### config.mk
export PLATFORM = sky130hd
export DESIGN_NAME = qfs_sequencer
export DESIGN_NICKNAME = d
export VERILOG_FILES = /design/src/verilog/qfs_pkg.sv /design/src/verilog/qfs_sequencer.sv /design/src/verilog/qfs_sync.sv
export SDC_FILE = /design/constraint.sdc
export NUM_CORES = 1
export LEC_CHECK = 0
export ABC_AREA = 0
export BUFFER_PORTS_ARGS = -buffer_cell sky130_fd_sc_hd__buf_2
export CAP_MARGIN = 40
export CELL_PAD_IN_SITES_DETAIL_PLACEMENT = 0
export CELL_PAD_IN_SITES_GLOBAL_PLACEMENT = 1
export CORE_MARGIN = 2
export CORE_UTILIZATION = 43
export DETAILED_ROUTE_END_ITERATION = 8
export PLACE_DENSITY = 0.83
export SYNTH_ARGS = -nofsm -noshare
export SYNTH_HDL_FRONTEND = slang
export SYNTH_SLANG_ARGS = --single-unit
### constraint.sdc
create_clock -name mclk -period 1.8 [get_ports mclk]
set_input_delay 0.09 -clock mclk [delete_from_list [all_inputs] [get_ports mclk]]
set_output_delay 0.09 -clock mclk [all_outputs]
set_load 0.03 [all_outputs]
### src/verilog/qfs_pkg.sv
// Purpose: Shared constants and types for the flyback fault sequencer
// Assumes: 10 MHz mclk; analog thresholds arrive as comparator levels
// Notes: Times in ns, cycle counts derived from them
package qfs_pkg;
    localparam int CLK_NS = 100;

    function automatic int cyc_ceil(input int ns);
        cyc_ceil = (ns + CLK_NS - 1) / CLK_NS;
        if (cyc_ceil < 1) begin
            cyc_ceil = 1;
        end
    endfunction

    // Analog levels handled by the external comparators
    localparam int DEMAG_LEVEL_MV = 50;
    localparam int OVP_REF_MV = 5000;
    localparam int OVP_PIN_MV = 7200;
    localparam int VCC_OFF_MV = 12000;
    localparam int VCC_ON_MV = 10000;
    localparam int VCC_LATCHOFF_MV = 5300;
    localparam int VCC_RESET_MV = 4000;
    localparam int FB_MAX_MV = 4200;

    localparam int MIN_OFF_A_NS = 8000;
    localparam int MIN_OFF_B_NS = 4500;
    localparam int OVP_SMP_A_NS = 4500;
    localparam int OVP_SMP_B_NS = 1500;
    localparam int RESTART_TMO_NS = 5000;
    localparam int SOFT_START_NS = 1000000;

    localparam logic [7:0] MIN_OFF_A_CYC = 8'(cyc_ceil(MIN_OFF_A_NS));
    localparam logic [7:0] MIN_OFF_B_CYC = 8'(cyc_ceil(MIN_OFF_B_NS));
    localparam logic [7:0] OVP_SMP_A_CYC = 8'(cyc_ceil(OVP_SMP_A_NS));
    localparam logic [7:0] OVP_SMP_B_CYC = 8'(cyc_ceil(OVP_SMP_B_NS));
    localparam logic [7:0] RESTART_TMO_CYC = 8'(cyc_ceil(RESTART_TMO_NS));
    localparam int SOFT_START_CYC = cyc_ceil(SOFT_START_NS);

    localparam logic [7:0] PEAK_MAX = 8'hff;
    localparam logic [7:0] PEAK_RST = 8'h00;
    localparam logic [7:0] CNT_RST = 8'h00;
    localparam logic [7:0] CNT_SAT = 8'hff;

    // Bit positions of the synchronised input vector
    localparam int IN_DEMAG = 0;
    localparam int IN_OVP = 1;
    localparam int IN_LATCH = 2;
    localparam int IN_FB_LOW = 3;
    localparam int IN_FB_MAX = 4;
    localparam int IN_VCC_OFF = 5;
    localparam int IN_VCC_ON = 6;
    localparam int IN_VCC_LATCH = 7;
    localparam int IN_VCC_RESET = 8;
    localparam int IN_CS = 9;
    localparam int IN_SKIP = 10;
    localparam int IN_VARIANT = 11;
    localparam int NUM_IN = 12;

    typedef enum logic [4:0] {
        ST_POWER_UP = 5'h01,
        ST_RUN = 5'h02,
        ST_STANDBY = 5'h04,
        ST_RESTART = 5'h08,
        ST_LATCHED = 5'h10
    } qfs_state_e;
endpackage

### src/verilog/qfs_sequencer.sv
// Purpose: Control and protection sequencer of a quasi-resonant flyback controller
// Assumes: Comparator levels on pins, 10 MHz mclk, variant strap stable at reset
// Notes: Gate on-time ends on cs_trip; peak_limit feeds the current comparator
`timescale 1ns/1ps
module qfs_sequencer #(
    parameter int SOFT_START_CYC = qfs_pkg::SOFT_START_CYC
) (
    input wire logic mclk,
    input wire logic rst_b,
    input wire logic demag_cmp,
    input wire logic overvoltage_cmp,
    input wire logic ext_latch_req,
    input wire logic feedback_input_grounded,
    input wire logic feedback_input_at_max,
    input wire logic vcc_above_off,
    input wire logic vcc_above_on,
    input wire logic vcc_above_latchoff,
    input wire logic vcc_above_reset,
    input wire logic cs_trip,
    input wire logic skip_ok,
    input wire logic variant_b,
    output logic gate_drive,
    output logic self_supply_source,
    output logic standby_supply_current,
    output logic [7:0] peak_limit,
    output logic overvoltage_trip,
    output logic ext_latched,
    output logic overcurrent_fault_cycle
);
    localparam int SS_STEP_INT = (SOFT_START_CYC / 255 < 1) ? 1 : SOFT_START_CYC / 255;
    localparam logic [15:0] SS_STEP = 16'(SS_STEP_INT);
    logic [qfs_pkg::NUM_IN-1:0] raw;
    logic [qfs_pkg::NUM_IN-1:0] sy;
    qfs_pkg::qfs_state_e state;
    qfs_pkg::qfs_state_e next_state;
    logic s_demag, s_ovp, s_latch_req, s_fb_low, s_fb_max, s_vcc_off, s_vcc_on, s_vcc_latch, s_vcc_reset, s_cs, s_skip;
    logic demag_prev, vcc_off_prev, vcc_on_prev, demag_evt, vcc_off_fall, vcc_on_fall;
    logic [1:0] strap_cnt;
    logic var_b;
    logic [7:0] min_off_cyc, smp_cyc, off_cnt, tmo_cnt;
    logic min_off_done, tmo_done, demag_seen, ovp_hit, latch_evt, ol_armed, pulse_en, start_ok;
    logic [15:0] ss_div;

    // Pin levels into the synchroniser
    assign raw[qfs_pkg::IN_DEMAG] = demag_cmp;
    assign raw[qfs_pkg::IN_OVP] = overvoltage_cmp;
    assign raw[qfs_pkg::IN_LATCH] = ext_latch_req;
    assign raw[qfs_pkg::IN_FB_LOW] = feedback_input_grounded;
    assign raw[qfs_pkg::IN_FB_MAX] = feedback_input_at_max;
    assign raw[qfs_pkg::IN_VCC_OFF] = vcc_above_off;
    assign raw[qfs_pkg::IN_VCC_ON] = vcc_above_on;
    assign raw[qfs_pkg::IN_VCC_LATCH] = vcc_above_latchoff;
    assign raw[qfs_pkg::IN_VCC_RESET] = vcc_above_reset;
    assign raw[qfs_pkg::IN_CS] = cs_trip;
    assign raw[qfs_pkg::IN_SKIP] = skip_ok;
    assign raw[qfs_pkg::IN_VARIANT] = variant_b;

    qfs_sync u_sync (.mclk(mclk), .rst_b(rst_b), .d(raw), .q(sy));

    assign s_demag = sy[qfs_pkg::IN_DEMAG];
    assign s_ovp = sy[qfs_pkg::IN_OVP];
    assign s_latch_req = sy[qfs_pkg::IN_LATCH];
    assign s_fb_low = sy[qfs_pkg::IN_FB_LOW];
    assign s_fb_max = sy[qfs_pkg::IN_FB_MAX];
    assign s_vcc_off = sy[qfs_pkg::IN_VCC_OFF];
    assign s_vcc_on = sy[qfs_pkg::IN_VCC_ON];
    assign s_vcc_latch = sy[qfs_pkg::IN_VCC_LATCH];
    assign s_vcc_reset = sy[qfs_pkg::IN_VCC_RESET];
    assign s_cs = sy[qfs_pkg::IN_CS];
    assign s_skip = sy[qfs_pkg::IN_SKIP];

    // Edge detection on synchronised levels
    always_ff @(posedge mclk or negedge rst_b) begin
        if (!rst_b) begin
            demag_prev <= 1'b0;
            vcc_off_prev <= 1'b0;
            vcc_on_prev <= 1'b0;
        end else begin
            demag_prev <= s_demag;
            vcc_off_prev <= s_vcc_off;
            vcc_on_prev <= s_vcc_on;
        end
    end

    assign demag_evt = demag_prev & ~s_demag;
    assign vcc_off_fall = vcc_off_prev & ~s_vcc_off;
    assign vcc_on_fall = vcc_on_prev & ~s_vcc_on;
    // Variant strap caught once the synchroniser has filled
    always_ff @(posedge mclk or negedge rst_b) begin
        if (!rst_b) begin
            strap_cnt <= 2'h0;
            var_b <= 1'b0;
        end else if (strap_cnt != 2'h3) begin
            strap_cnt <= strap_cnt + 2'h1;
            if (strap_cnt == 2'h2) begin
                var_b <= sy[qfs_pkg::IN_VARIANT];
            end
        end
    end

    assign min_off_cyc = var_b ? qfs_pkg::MIN_OFF_B_CYC : qfs_pkg::MIN_OFF_A_CYC;
    assign smp_cyc = var_b ? qfs_pkg::OVP_SMP_B_CYC : qfs_pkg::OVP_SMP_A_CYC;

    // Cycles since turn-off, saturating
    always_ff @(posedge mclk or negedge rst_b) begin
        if (!rst_b) begin
            off_cnt <= qfs_pkg::CNT_RST;
        end else if (gate_drive) begin
            off_cnt <= qfs_pkg::CNT_RST;
        end else if (off_cnt != qfs_pkg::CNT_SAT) begin
            off_cnt <= off_cnt + 8'h01;
        end
    end

    assign min_off_done = !gate_drive && (off_cnt >= min_off_cyc - 8'h01);
    assign ovp_hit = (state == qfs_pkg::ST_RUN) && !gate_drive
        && (off_cnt == smp_cyc - 8'h01) && s_ovp;
    assign latch_evt = ovp_hit || s_latch_req;

    // Restart timeout, cleared by every falling demag crossing
    always_ff @(posedge mclk or negedge rst_b) begin
        if (!rst_b) begin
            tmo_cnt <= qfs_pkg::CNT_RST;
        end else if (gate_drive || demag_evt) begin
            tmo_cnt <= qfs_pkg::CNT_RST;
        end else if (tmo_cnt != qfs_pkg::RESTART_TMO_CYC) begin
            tmo_cnt <= tmo_cnt + 8'h01;
        end
    end

    assign tmo_done = (tmo_cnt == qfs_pkg::RESTART_TMO_CYC);
    // Demag seen after blanking; a new event wins over the clear
    always_ff @(posedge mclk or negedge rst_b) begin
        if (!rst_b) begin
            demag_seen <= 1'b0;
        end else if (demag_evt && min_off_done) begin
            demag_seen <= 1'b1;
        end else if (gate_drive) begin
            demag_seen <= 1'b0;
        end
    end

    assign pulse_en = (state == qfs_pkg::ST_RUN) && !s_fb_low && !latch_evt;
    assign start_ok = pulse_en && !gate_drive && min_off_done
        && (demag_seen || tmo_done) && s_skip;

    // Gate drive
    always_ff @(posedge mclk or negedge rst_b) begin
        if (!rst_b) begin
            gate_drive <= 1'b0;
        end else if (!pulse_en) begin
            gate_drive <= 1'b0;
        end else if (gate_drive && s_cs) begin
            gate_drive <= 1'b0;
        end else if (start_ok) begin
            gate_drive <= 1'b1;
        end
    end

    // Overload watch armed as the rail falls from the upper threshold
    always_ff @(posedge mclk or negedge rst_b) begin
        if (!rst_b) begin
            ol_armed <= 1'b0;
        end else if (state != qfs_pkg::ST_RUN || vcc_on_fall) begin
            ol_armed <= 1'b0;
        end else if (vcc_off_fall) begin
            ol_armed <= 1'b1;
        end
    end

    always_comb begin
        next_state = state;
        case (state)
            qfs_pkg::ST_POWER_UP: begin
                if (s_vcc_off) begin
                    next_state = qfs_pkg::ST_RUN;
                end
            end
            qfs_pkg::ST_RUN: begin
                if (vcc_on_fall && ol_armed && s_fb_max) begin
                    next_state = qfs_pkg::ST_STANDBY;
                end
            end
            qfs_pkg::ST_STANDBY: begin
                if (!s_vcc_latch) begin
                    next_state = qfs_pkg::ST_RESTART;
                end
            end
            qfs_pkg::ST_RESTART: begin
                if (s_vcc_off) begin
                    next_state = qfs_pkg::ST_RUN;
                end
            end
            qfs_pkg::ST_LATCHED: begin
                next_state = qfs_pkg::ST_LATCHED;
            end
            default: begin
                next_state = qfs_pkg::ST_POWER_UP;
            end
        endcase
        if (latch_evt) begin
            next_state = qfs_pkg::ST_LATCHED;
        end
        if (!s_vcc_reset) begin
            next_state = qfs_pkg::ST_POWER_UP;
        end
    end

    always_ff @(posedge mclk or negedge rst_b) begin
        if (!rst_b) begin
            state <= qfs_pkg::ST_POWER_UP;
        end else begin
            state <= next_state;
        end
    end

    // Fault flags, cleared only by the rail dropping below reset level
    always_ff @(posedge mclk or negedge rst_b) begin
        if (!rst_b) begin
            overvoltage_trip <= 1'b0;
            ext_latched <= 1'b0;
        end else if (!s_vcc_reset) begin
            overvoltage_trip <= 1'b0;
            ext_latched <= 1'b0;
        end else begin
            if (ovp_hit) begin
                overvoltage_trip <= 1'b1;
            end
            if (s_latch_req) begin
                ext_latched <= 1'b1;
            end
        end
    end

    // Self-supply source control
    always_ff @(posedge mclk or negedge rst_b) begin
        if (!rst_b) begin
            self_supply_source <= 1'b1;
        end else begin
            case (next_state)
                qfs_pkg::ST_POWER_UP, qfs_pkg::ST_RESTART: begin
                    self_supply_source <= 1'b1;
                end
                qfs_pkg::ST_RUN: begin
                    if (!s_vcc_on) begin
                        self_supply_source <= 1'b1;
                    end else if (s_vcc_off) begin
                        self_supply_source <= 1'b0;
                    end
                end
                qfs_pkg::ST_STANDBY: begin
                    self_supply_source <= 1'b0;
                end
                qfs_pkg::ST_LATCHED: begin
                    if (!s_vcc_latch) begin
                        self_supply_source <= 1'b1;
                    end else if (s_vcc_off) begin
                        self_supply_source <= 1'b0;
                    end
                end
                default: begin
                    self_supply_source <= 1'b1;
                end
            endcase
        end
    end

    always_ff @(posedge mclk or negedge rst_b) begin
        if (!rst_b) begin
            standby_supply_current <= 1'b0;
            overcurrent_fault_cycle <= 1'b0;
        end else begin
            standby_supply_current <= (next_state == qfs_pkg::ST_STANDBY);
            overcurrent_fault_cycle <= (next_state == qfs_pkg::ST_STANDBY)
                || (next_state == qfs_pkg::ST_RESTART);
        end
    end

    // Soft-start ramp, restarted on every entry to run
    always_ff @(posedge mclk or negedge rst_b) begin
        if (!rst_b) begin
            peak_limit <= qfs_pkg::PEAK_RST;
            ss_div <= 16'h0000;
        end else if (state != qfs_pkg::ST_RUN) begin
            peak_limit <= qfs_pkg::PEAK_RST;
            ss_div <= 16'h0000;
        end else if (peak_limit != qfs_pkg::PEAK_MAX) begin
            if (ss_div == SS_STEP - 16'h0001) begin
                ss_div <= 16'h0000;
                peak_limit <= peak_limit + 8'h01;
            end else begin
                ss_div <= ss_div + 16'h0001;
            end
        end
    end
endmodule

### src/verilog/qfs_sync.sv
// Purpose: Two-stage synchroniser for all pin-level inputs
// Assumes: Inputs are slow comparator levels
// Notes: Only the second stage is visible outside
`timescale 1ns/1ps
module qfs_sync (
    input wire logic mclk,
    input wire logic rst_b,
    input wire logic [qfs_pkg::NUM_IN-1:0] d,
    output logic [qfs_pkg::NUM_IN-1:0] q
);
    logic [qfs_pkg::NUM_IN-1:0] meta;

    always_ff @(posedge mclk or negedge rst_b) begin
        if (!rst_b) begin
            meta <= '0;
            q <= '0;
        end else begin
            meta <= d;
            q <= meta;
        end
    end
endmodule

==> results of run 1 <==
routing by layer:
layer	part of all wire (%)	wire length [um]	GRT usage (%)	vias to the layer above
met1	49	3690	22.7	1298
met4	1.1	81	5.09	0
li1	-	-	-	1357
met2	46	3450	25.4	58
met3	3.7	281	4.41	6
met5	0	0	0	-
critical path: cells and delay by family (launching register included):
kind / cells / cell delay [ps]
simple gates: 4 / 630
flops: 1 / 440
compound gates: 2 / 310
fa+ha+maj: 1 / 270
buf+inv: 1 / 60
worst paths after layout:
check                                              start                           end  slack (ps)  cells after the start
worst max-delay path                   var_b$_DFFE_PN0P_  self_supply_source$_DFF_PN1_          20                      8
worst min register to register  u_sync.meta[3]$_DFF_PN0_         u_sync.q[3]$_DFF_PN0_         350                      0
worst max register to register         var_b$_DFFE_PN0P_  self_supply_source$_DFF_PN1_          20                      8
worst min-delay path                               rst_b        tmo_cnt[3]$_DFFE_PN0P_         210                      2
max in group asynchronous                          rst_b  self_supply_source$_DFF_PN1_         910                      3
min in group mclk               u_sync.meta[3]$_DFF_PN0_         u_sync.q[3]$_DFF_PN0_         350                      0
stage by stage:
step / hold WS (ps) / total power, mW / area (um2) / cells / setup WS, ps
floorplan: -206 / 2.41 / 3720 / 334 / 8.63
global placement: 55.7 / 2.62 / 4230 / 494 / 30.7
detailed placement: 63.9 / 2.64 / 4230 / 494 / -73.8
CTS: 217 / 4.08 / 4620 / 523 / -2.43
global route: 227 / 4.28 / 4780 / 532 / -68.6
finish: 209 / 4.07 / 4780 / 532 / 22.7
layout make-up:
type	count	share of cell area, %
clock buffers	11	3.17
clock inverters	5	1.23
inverters	10	0.837
multi-input cells	233	35.4
flip-flops and latches	83	43.6
well taps	105	2.75
repair buffers	85	13.1
registers in the layout (all words and copies together) (netlist names), 2 cells and up:
register,flops
tmo_cnt,8
state,5
ss_div,16
u_sync.meta,12
u_sync.q,12
peak_limit,8
strap_cnt,2
off_cnt,8
layout by cell type (no fill, tap or decap), types with 3 or more instances in the layout:
cell,count
dfrtp_1,77
buf_4,43
nor2_1,33
nand2_1,27
buf_2,26
o21ai_0,19
xor2_1,17
nand3_1,14
dlygate4sd3_1,13
nand4_1,12
clkbuf_8,11
inv_1,9
ha_1,9
and3_1,8
xnor2_1,6
a21oi_1,6
nor2b_1,5
a31oi_1,4
nand2b_1,4
dfrtp_2,4
or2_2,3
nor4_1,3
and4_1,3
o21a_1,3
nor3_1,3
o31ai_1,3
ha_4,3
logic make-up after synthesis:
logic type      after synthesis  share of synthesized area [%]
simple gates                142                           21.9
fa+ha+maj                    12                           4.05
mux                           3                          0.843
compound gates               53                           9.45
buf+inv                      18                           2.29
xor+xnor                     23                           5.43
flops                        83                           56.1
timing repair:
item                                    in CTS  in global routing
hold buffers                                13                  0
pin swaps                                    4                 11
gates resized for setup                      7                 20
setup buffers                                0                  9
endpoints found under the hold margin       44                  0
endpoints found under the setup margin       3                 26
power by group through the flow:
stage	clock (mW)	combinational (mW)	sequential (mW)
detailed placement	0	0.511	2.13
CTS	1.42	0.561	2.10
finish	1.38	0.589	2.10
global route	1.51	0.657	2.12
floorplan	0	0.262	2.15
global placement	0	0.500	2.12
==> out/qor.csv, run 1 <==
stage;metric;value;unit
placed_design;gp_congestion;0.907;
final_layout;insertedDiodeCount;0;
power;p_sw;1.07;mW
final_layout;fillCellCount;682;
min_path;holdCritPathClass;primary input to async pin;
setup_path;required;2070;ps
sta;max_freq;563;MHz
die;die_x;96.9;um
drt;vias_per_cell;5.11;
die;die_y;96.9;um
global_route;first_global_vias;2625;
sta;layout_min_cycle_time;1780;ps
global_route;track_usage;16.4;%
synthesis;yosys-top-cells-count;dfrtp_1, nor2_1, nand2_1;
setup_path;critPathMaxFanout;4;
synthesis;async_flop_share;100;%
synthesis;syn_nets;360;
setup_path;worst_ep_arrival_time;2050;ps
setup_path;cpPeakStageDelay;440;ps
synthesis;ys_top_cells_by_area;dfrtp_1, ha_1, xor2_1;
synthesis;synth.top_cell.area_share;54.7;%
power;internal-power;3.01;mW
die;rows;33;
synthesis;ys_warn_count;0;
synthesis;yosysUniqueCellTypes;55;
global_route;antenna_found_initial;0;
drt;wl_per_cell;14.1;um
setup_path;start_kind;flop;
flow_run;cap_violations;0;
die;die-area;9380;um2
sta;worst-slew-pin-transition;438;ps
synthesis;ys_seq_area_share;56.1;%
status;status;finished clean;
clocking;htreeDepth;3;
sta;relSlewSlack;70.8;%
final_layout;layout-area-overhead-vs-synth;29.0;%
die;io_pins;28;
synthesis;synth_top_flop_cell;dfrtp_1;
clocking;cts_tree;built;
sta;rsz0062_at_grt;true;
power;leakage;2.15;nW
synthesis;yosysMostFrequentCell;dfrtp_1;
power;cellPowerDensity;851;nW/um2
synthesis;ys_ff_latch;83;
global_route;overflow;0;
power;clock_power_share;34.0;%
die;core_area;8300;um2
drt;ant_nets;0;
final_layout;multi_input_area;1690;um2
final_layout;post-route-util;57.6;%
power;seqPwrFrac;51.6;%
global_route;grt_pass1_wl;12400;um
final_layout;register_area;2080;um2
drt;drt_iter0_markers;92;
sta;drv_slew;0;
synthesis;syn_area_per_cell;11.1;um2
setup_path;critPathKind;flop to flop;
power;power_frac_comb;14.5;%
sta;fin_worst_skew;9.65;ps
drt;dr_total_vias;2719;
drt;totalWireLength;7500;um
synthesis;synth_area;3710;um2
final_layout;drive_gt1_share;29.5;%
sta;finalHoldViolations;0;
placed_design;port_buffers;27;
die;start_util;44.7;%
clocking;cts_buffers;9;
clocking;root_buffer;clkbuf_8;
power;swShare;26.2;%
sta;timing.final.crit_share;98.7;%
power;peakVddDrop;0.000429;V
synthesis;yosysTopAreaCell;dfrtp_1;
clocking;clk_latency;350;ps
clocking;cts.clk_slew.worst_paths;80;ps
synthesis;syn_inst;334;
global_route;grt_max_degree;52;
placed_design;dp_hpwl;5110;um
setup_path;crit_chain;inv_4 > ha_4 > nor4b_4 > and4_1 > or2_1 > nand2b_4 > o31ai_4 > a21oi_2;
sta;setup_viol;0;
clocking;ctsLongestPathBuffers;2;
synthesis;synth_edf_count;0;
setup_path;cpMaxStageDelayCell;dfrtp_2;
clocking;cts_sinks;83;
drt;firstDrtPassIters;4;
sta;final.setup.tns;0;ps
setup_path;end_kind;flop;
drt;drc;0;
final_layout;final_nets;448;
Note: power is estimated with default switching activity, not from simulation.
==> run 2: changes to the inputs <==
--- a/config.mk
+++ b/config.mk
@@ -10,10 +10,12 @@
 export CAP_MARGIN = 40
 export CELL_PAD_IN_SITES_DETAIL_PLACEMENT = 0
 export CELL_PAD_IN_SITES_GLOBAL_PLACEMENT = 1
+export CORE_ASPECT_RATIO = 2
 export CORE_MARGIN = 2
 export CORE_UTILIZATION = 43
 export DETAILED_ROUTE_END_ITERATION = 8
 export PLACE_DENSITY = 0.83
+export SKIP_LAST_GASP = 1
 export SYNTH_ARGS = -nofsm -noshare
 export SYNTH_HDL_FRONTEND = slang
 export SYNTH_SLANG_ARGS = --single-unit
==> run 2 against run 1 <==
Effect of this change:
- the run now ends with setup timing left
- design area rose by 4.8%
- critical endpoint unchanged
- sequential cell count is the same
- cell count is 1.1% higher
- die area rose by 0.47%
- critical path depth unchanged
- global-route usage up 2.4 points
- hold slack gained 23 ps
- sequential power increased by 2%
- largest cell class unchanged
==> out/qor.csv, run 2 (synthesized netlist as in run 1, its figures left out) <==
stage;metric;value;unit;change
setup_path;start_kind;flop;;
sta;setup_slack;-81.4;ps;-104 ps
setup_path;r2r-start;var_b$_DFFE_PN0P_;;
final_layout;insertedDiodeCount;0;;unchanged
clocking;ctsLongestPathBuffers;2;;unchanged
power;leakage;2.25;nW;+4.6%
die;die_y;135;um;+40%
clocking;cts_sinks;83;;unchanged
setup_path;setup.worst_path.start;var_b$_DFFE_PN0P_;;
setup_path;end_kind;flop;;
die;die-area;9430;um2;+0.47%
drt;firstDrtPassIters;4;;unchanged
placed_design;dp_hpwl;5900;um;+15%
power;cellPowerDensity;917;nW/um2;+7.7%
global_route;overflow;0;;unchanged
global_route;grt_pass1_wl;13800;um;+11%
final_layout;final_common_cell;dfrtp_1;;
clocking;clk_latency;340;ps;about the same
final_layout;largest_reg_flops;16;;unchanged
global_route;antenna_found_initial;0;;unchanged
placed_design;placed_area;4270;um2;+0.92%
sta;worst-slew-pin-transition;448;ps;+9.89 ps
sta;rsz0062_at_grt;true;;
final_layout;final_nets;459;;+2.5%
status;status;finished, violations left;;
sta;relSlewSlack;70.1;%;-0.66 points
power;peakVddDrop;0.000749;V;+75%
global_route;grt_max_degree;34;;-35%
sta;setup_viol;9;;+9
die;rows;48;;+45%
final_layout;layout-area-overhead-vs-synth;35.2;%;
sta;max_freq;532;MHz;-5.5%
min_path;holdCritPathClass;primary input to async pin;;
clocking;cts_tree;built;;
setup_path;required;2060;ps;about the same
final_layout;reg_top3;ss_div: 16 flops, u_sync.meta: 12 flops, u_sync.q: 12 flops;;
clocking;htreeDepth;3;;unchanged
flow_run;cap_violations;0;;unchanged
sta;drv_slew;0;;unchanged
drt;drt_iter0_markers;160;;+74%
clocking;cts_buffers;9;;unchanged
sta;finalHoldViolations;0;;unchanged
sta;final.setup.tns;-323;ps;-323 ps
die;core_area;8530;um2;+2.8%
die;start_util;43.5;%;-1.2 points
final_layout;drive_gt1_share;32.4;%;+2.9 points
drt;vias_per_cell;5.47;;+7.1%
sta;layout_min_cycle_time;1880;ps;+104 ps
drt;ant_nets;0;;unchanged
final_layout;regMostFlops;ss_div;;
die;io_pins;28;;unchanged
setup_path;critPathMaxFanout;6;;+2
placed_design;gp_congestion;0.835;;-7.9%
setup_path;critPathKind;flop to flop;;
setup_path;worst_ep_arrival_time;2140;ps;+90 ps
sta;timing.final.crit_share;105;%;+5.8 points
placed_design;port_buffers;27;;unchanged
final_layout;stdcell_area;5010;um2;+4.8%
placed_design;post-place-ws;-106;ps;-32.1 ps
drt;totalWireLength;8720;um;+16%
die;die_x;69.7;um;-28%
setup_path;reg2reg_slack;-80;ps;-100 ps
drt;drc;0;;unchanged
global_route;first_global_vias;2979;;+13%
final_layout;layout_common_cells;dfrtp_1, buf_4, nor2_1, nand2_1, buf_2;;
drt;dr_total_vias;2944;;+8.3%
status;violations;setup timing;;
sta;fin_worst_skew;8.56;ps;-1.09 ps
clocking;cts.clk_slew.worst_paths;60;ps;-20 ps
global_route;track_usage;18.8;%;+2.4 points
clocking;root_buffer;clkbuf_16;;
drt;wl_per_cell;16.2;um;+15%
[run 2: layout make-up]
type / instances / area (um2)
clock buffer: 11 / 233
clock inverter: 5 / 63.8
fill: 753 / 3510
inverter: 10 / 40.0
multi-input combinational: 234 / 1760
sequential: 83 / 2080
tap: 100 / 125
timing repair buffer: 95 / 708
[run 2: what timing repair did]
action / in CTS / in global routing
buffers inserted: 3 / 10
resized for setup: 2 / 37
cloned: 0 / 1
endpoints found under the setup margin: 15 / 32
hold buffers: 13 / 0
hold endpoints to repair: 42 / 0
pin swaps: 2 / 20
[run 2: critical path: stages, from the launching register on]
cell and delay (ps):
dfrtp_2 440, inv_4 70, ha_4 280, nor4b_4 40
and4_1 200, or2_1 250, nand2b_4 180, o31ai_4 260
a21oi_2 80
[run 2: final timing paths]
check                                                to  depth (start not counted)
hold reg to reg                   u_sync.q[8]$_DFF_PN0_                          0
setup reg to reg           self_supply_source$_DFF_PN1_                          8
min in group mclk                 u_sync.q[8]$_DFF_PN0_                          0
setup / recovery           self_supply_source$_DFF_PN1_                          8
max in group asynchronous  self_supply_source$_DFF_PN1_                          3
hold / removal                   off_cnt[2]$_DFFE_PN0P_                          2
[run 2: layer usage]
layer	share of wire (%)	track usage, %	vias to the layer above	wire (um)
met2	59	35.0	61	5130
met1	36	19.6	1482	3170
li1	-	-	1387	-
met4	1.9	8.87	0	162
met3	3.0	4.32	14	259
met5	0	0	-	0
[run 2: through the flow]
stage | cells | hold slack (ps) | util (%) | total power [mW]
after floorplan | 334 | -206 | - | 2.41
after detailed placement | 495 | 68.2 | 50.0 | 2.65
after global routing | 538 | 260 | 58.8 | 4.81
final | 538 | 231 | 58.8 | 4.60
after global placement | 495 | 69.6 | 50.0 | 2.62
after CTS | 527 | 242 | 55.4 | 4.49
[run 2: where the power goes]
part | switching [mW] | total (mW) | internal (mW) | leakage, nW
combinational | 0.313 | 0.660 | 0.347 | 1.07
clock | 0.720 | 1.80 | 1.08 | 0.140
sequential | 0.139 | 2.14 | 2.00 | 1.05
total | 1.17 | 4.60 | 3.43 | 2.25
==> run 3: changes to the inputs <==
--- a/config.mk
+++ b/config.mk
@@ -15,6 +15,7 @@
 export CORE_UTILIZATION = 43
 export DETAILED_ROUTE_END_ITERATION = 8
 export PLACE_DENSITY = 0.83
+export SETUP_SLACK_MARGIN = 0.05
 export SKIP_LAST_GASP = 1
 export SYNTH_ARGS = -nofsm -noshare
 export SYNTH_HDL_FRONTEND = slang
==> run 3 against run 2 <==
Effect of this change:
- the run now ends clean
- clock-buffer cell count shrank 1
- sequential cell count is the same
- sequential power is essentially flat
- cell count shrank 0.74%
- via count shrank 1.4%
- clock skew shrank 0.68 ps
- setup slack gained 82 ps
- core utilization grew 0.44 points
- largest power group unchanged
- highest routed layer unchanged
==> out/qor.csv, run 3 (synthesized netlist as in run 1, its figures left out) <==
stage;metric;value;unit;change
final_layout;regMostFlops;ss_div;;
drt;wl_per_cell;15.9;um;-1.8%
setup_path;crit_family;simple AND/OR/NAND/NOR gates;;
sta;timing.final.crit_share;100;%;-4.6 points
clocking;cts_buffers;9;;unchanged
final_layout;final_nets;455;;-0.87%
placed_design;dp_hpwl;5840;um;-1.1%
power;leakage;2.27;nW;+0.62%
global_route;antenna_found_initial;0;;unchanged
global_route;grt_pass1_wl;13600;um;-0.75%
setup_path;endpoint;self_supply_source$_DFF_PN1_;;
clocking;cts.clk_slew.worst_paths;60;ps;about the same
drt;totalWireLength;8500;um;-2.5%
sta;worst-slew-pin-transition;457;ps;+8.91 ps
clocking;root_buffer;clkbuf_16;;
sta;drv_slew;0;;unchanged
final_layout;layout-area-overhead-vs-synth;36.2;%;
clocking;htreeDepth;3;;unchanged
sta;hold_ws;230;ps;-0.874 ps
min_path;holdCritPathClass;primary input to async pin;;
global_route;grt_max_degree;35;;+2.9%
die;core_area;8530;um2;unchanged
drt;ant_nets;0;;unchanged
die;rows;48;;unchanged
sta;setup_slack;0.476;ps;+81.9 ps
clocking;cts_sinks;83;;unchanged
setup_path;cpPeakStageDelay;420;ps;-20 ps
global_route;overflow;0;;unchanged
sta;fin_worst_skew;7.89;ps;-0.677 ps
status;status;finished clean;;
final_layout;final_common_cell;dfrtp_1;;
setup_path;end_kind;flop;;
sta;finalHoldViolations;0;;unchanged
die;die-area;9430;um2;unchanged
clocking;clk_latency;340;ps;about the same
final_layout;layout_common_cells;dfrtp_1, buf_4, nor2_1, buf_2, nand2_1;;
sta;layout_min_cycle_time;1800;ps;-81.9 ps
setup_path;cpMaxStageDelayCell;dfrtp_2;;
setup_path;setup.worst_path.start;var_b$_DFFE_PN0P_;;
power;cellPowerDensity;964;nW/um2;+5.1%
setup_path;reg2reg_slack;0.5;ps;+80 ps
power;peakVddDrop;0.000879;V;+17%
flow_run;cap_violations;0;;unchanged
final_layout;insertedDiodeCount;0;;unchanged
power;power.total;4.87;mW;+5.9%
drt;dr_total_vias;2903;;-1.4%
setup_path;cp_num_buf_inv;1;;unchanged
final_layout;fillCellCount;699;;-7.2%
drt;drt_iter0_markers;158;;-1.3%
sta;relSlewSlack;69.5;%;-0.59 points
setup_path;reg2reg_depth;8;;unchanged
setup_path;r2r-end;self_supply_source$_DFF_PN1_;;
placed_design;post-place-ws;-5.61;ps;+100 ps
clocking;cts_tree;built;;
die;die_y;135;um;unchanged
die;start_util;43.5;%;unchanged
final_layout;reg_top3;ss_div: 16 flops, u_sync.meta: 12 flops, u_sync.q: 12 flops;;
die;die_x;69.7;um;unchanged
placed_design;gp_congestion;0.909;;+8.8%
die;io_pins;28;;unchanged
final_layout;drive_gt1_share;34.6;%;+2.1 points
clocking;ctsLongestPathBuffers;2;;unchanged
final_layout;largest_reg_flops;16;;unchanged
drt;firstDrtPassIters;4;;unchanged
placed_design;port_buffers;27;;unchanged
drt;drc;0;;unchanged
sta;rsz0062_at_grt;true;;
setup_path;critPathKind;flop to flop;;
setup_path;start_kind;flop;;
setup_path;crit_chain;inv_4 > ha_4 > nor4b_4 > and4_1 > or2_1 > nand2b_4 > o31ai_4 > a21oi_1;;
setup_path;worst_ep_arrival_time;2060;ps;-80 ps
setup_path;r2r-start;var_b$_DFFE_PN0P_;;
global_route;first_global_vias;2964;;-0.50%
drt;vias_per_cell;5.44;;-0.65%
setup_path;critPathMaxFanout;6;;unchanged
setup_path;required;2060;ps;about the same
sta;max_freq;556;MHz;+4.6%
global_route;track_usage;18.5;%;-0.23 points
setup_path;path_depth;8;;unchanged
sta;setup_viol;0;;-9
run 3: cell types whose count changed in the layout (fill, tap and decap cells not counted), sizes merged:
cell / change
clkbuf: -1
bufinv: +2
clkinv: -1
buf: -3
o21ai: -1
run 3: per-layer routing:
layer | share of wire (%) | GRT usage [%] | routed length (um) | vias to the layer above
li1 | - | - | - | 1373
met1 | 38 | 19.8 | 3200 | 1447
met2 | 57 | 34.6 | 4810 | 64
met3 | 2.5 | 3.57 | 213 | 19
met4 | 3.3 | 8.87 | 278 | 0
met5 | 0 | 0 | 0 | -
run 3: per-stage QoR:
| stage | util [%] | instance area (um2) | instances | TNS [ps] |
|---|---|---|---|---|
| 3_5_place_dp | 49.8 | 4250 | 492 | -5.61 |
| 3_3_place_gp | 49.8 | 4250 | 492 | 0 |
| 6_report | 59.2 | 5050 | 534 | 0 |
| 5_1_grt | 59.2 | 5050 | 534 | -525 |
| 4_1_cts | 56.5 | 4820 | 527 | 0 |
| 2_1_floorplan | - | 3730 | 334 | 0 |
run 3: how the worst min path moves through the flow:
stage | from | to | slack (ps) | cells after the start
floorplan | rst_b | demag_prev$_DFF_PN0_ | -210 | 0
global placement | rst_b | u_sync.meta[6]$_DFF_PN0_ | 70 | 1
detailed placement | rst_b | u_sync.meta[6]$_DFF_PN0_ | 70 | 1
CTS | rst_b | u_sync.meta[6]$_DFF_PN0_ | 250 | 2
global route | rst_b | u_sync.meta[6]$_DFF_PN0_ | 280 | 2
finish | rst_b | u_sync.meta[6]$_DFF_PN0_ | 230 | 2
run 3: report_power, final:
| group | internal (mW) | switching, mW | leakage, nW |
|---|---|---|---|
| clock network | 1.36 | 0.749 | 0.163 |
| logic | 0.327 | 0.310 | 1.06 |
| registers | 2.00 | 0.127 | 1.05 |
run 3: timing repair:
item | CTS | global route
pin swaps | 6 | 26
buffers inserted | 6 | 9
gates resized for setup | 12 | 43
hold buffers | 13 | 0
hold endpoints to repair | 42 | 0
endpoints found under the setup margin | 17 | 37
run 3: cell type report:
class | instances | area, um2 | share of cell area [%]
clock buffer | 10 | 229 | 4.53
sequential | 83 | 2080 | 41.2
multi-input combinational | 233 | 1770 | 35.0
inverter | 10 | 40.0 | 0.793
timing repair buffer | 92 | 693 | 13.7
clock inverter | 6 | 115 | 2.28
tap | 100 | 125 | 2.48
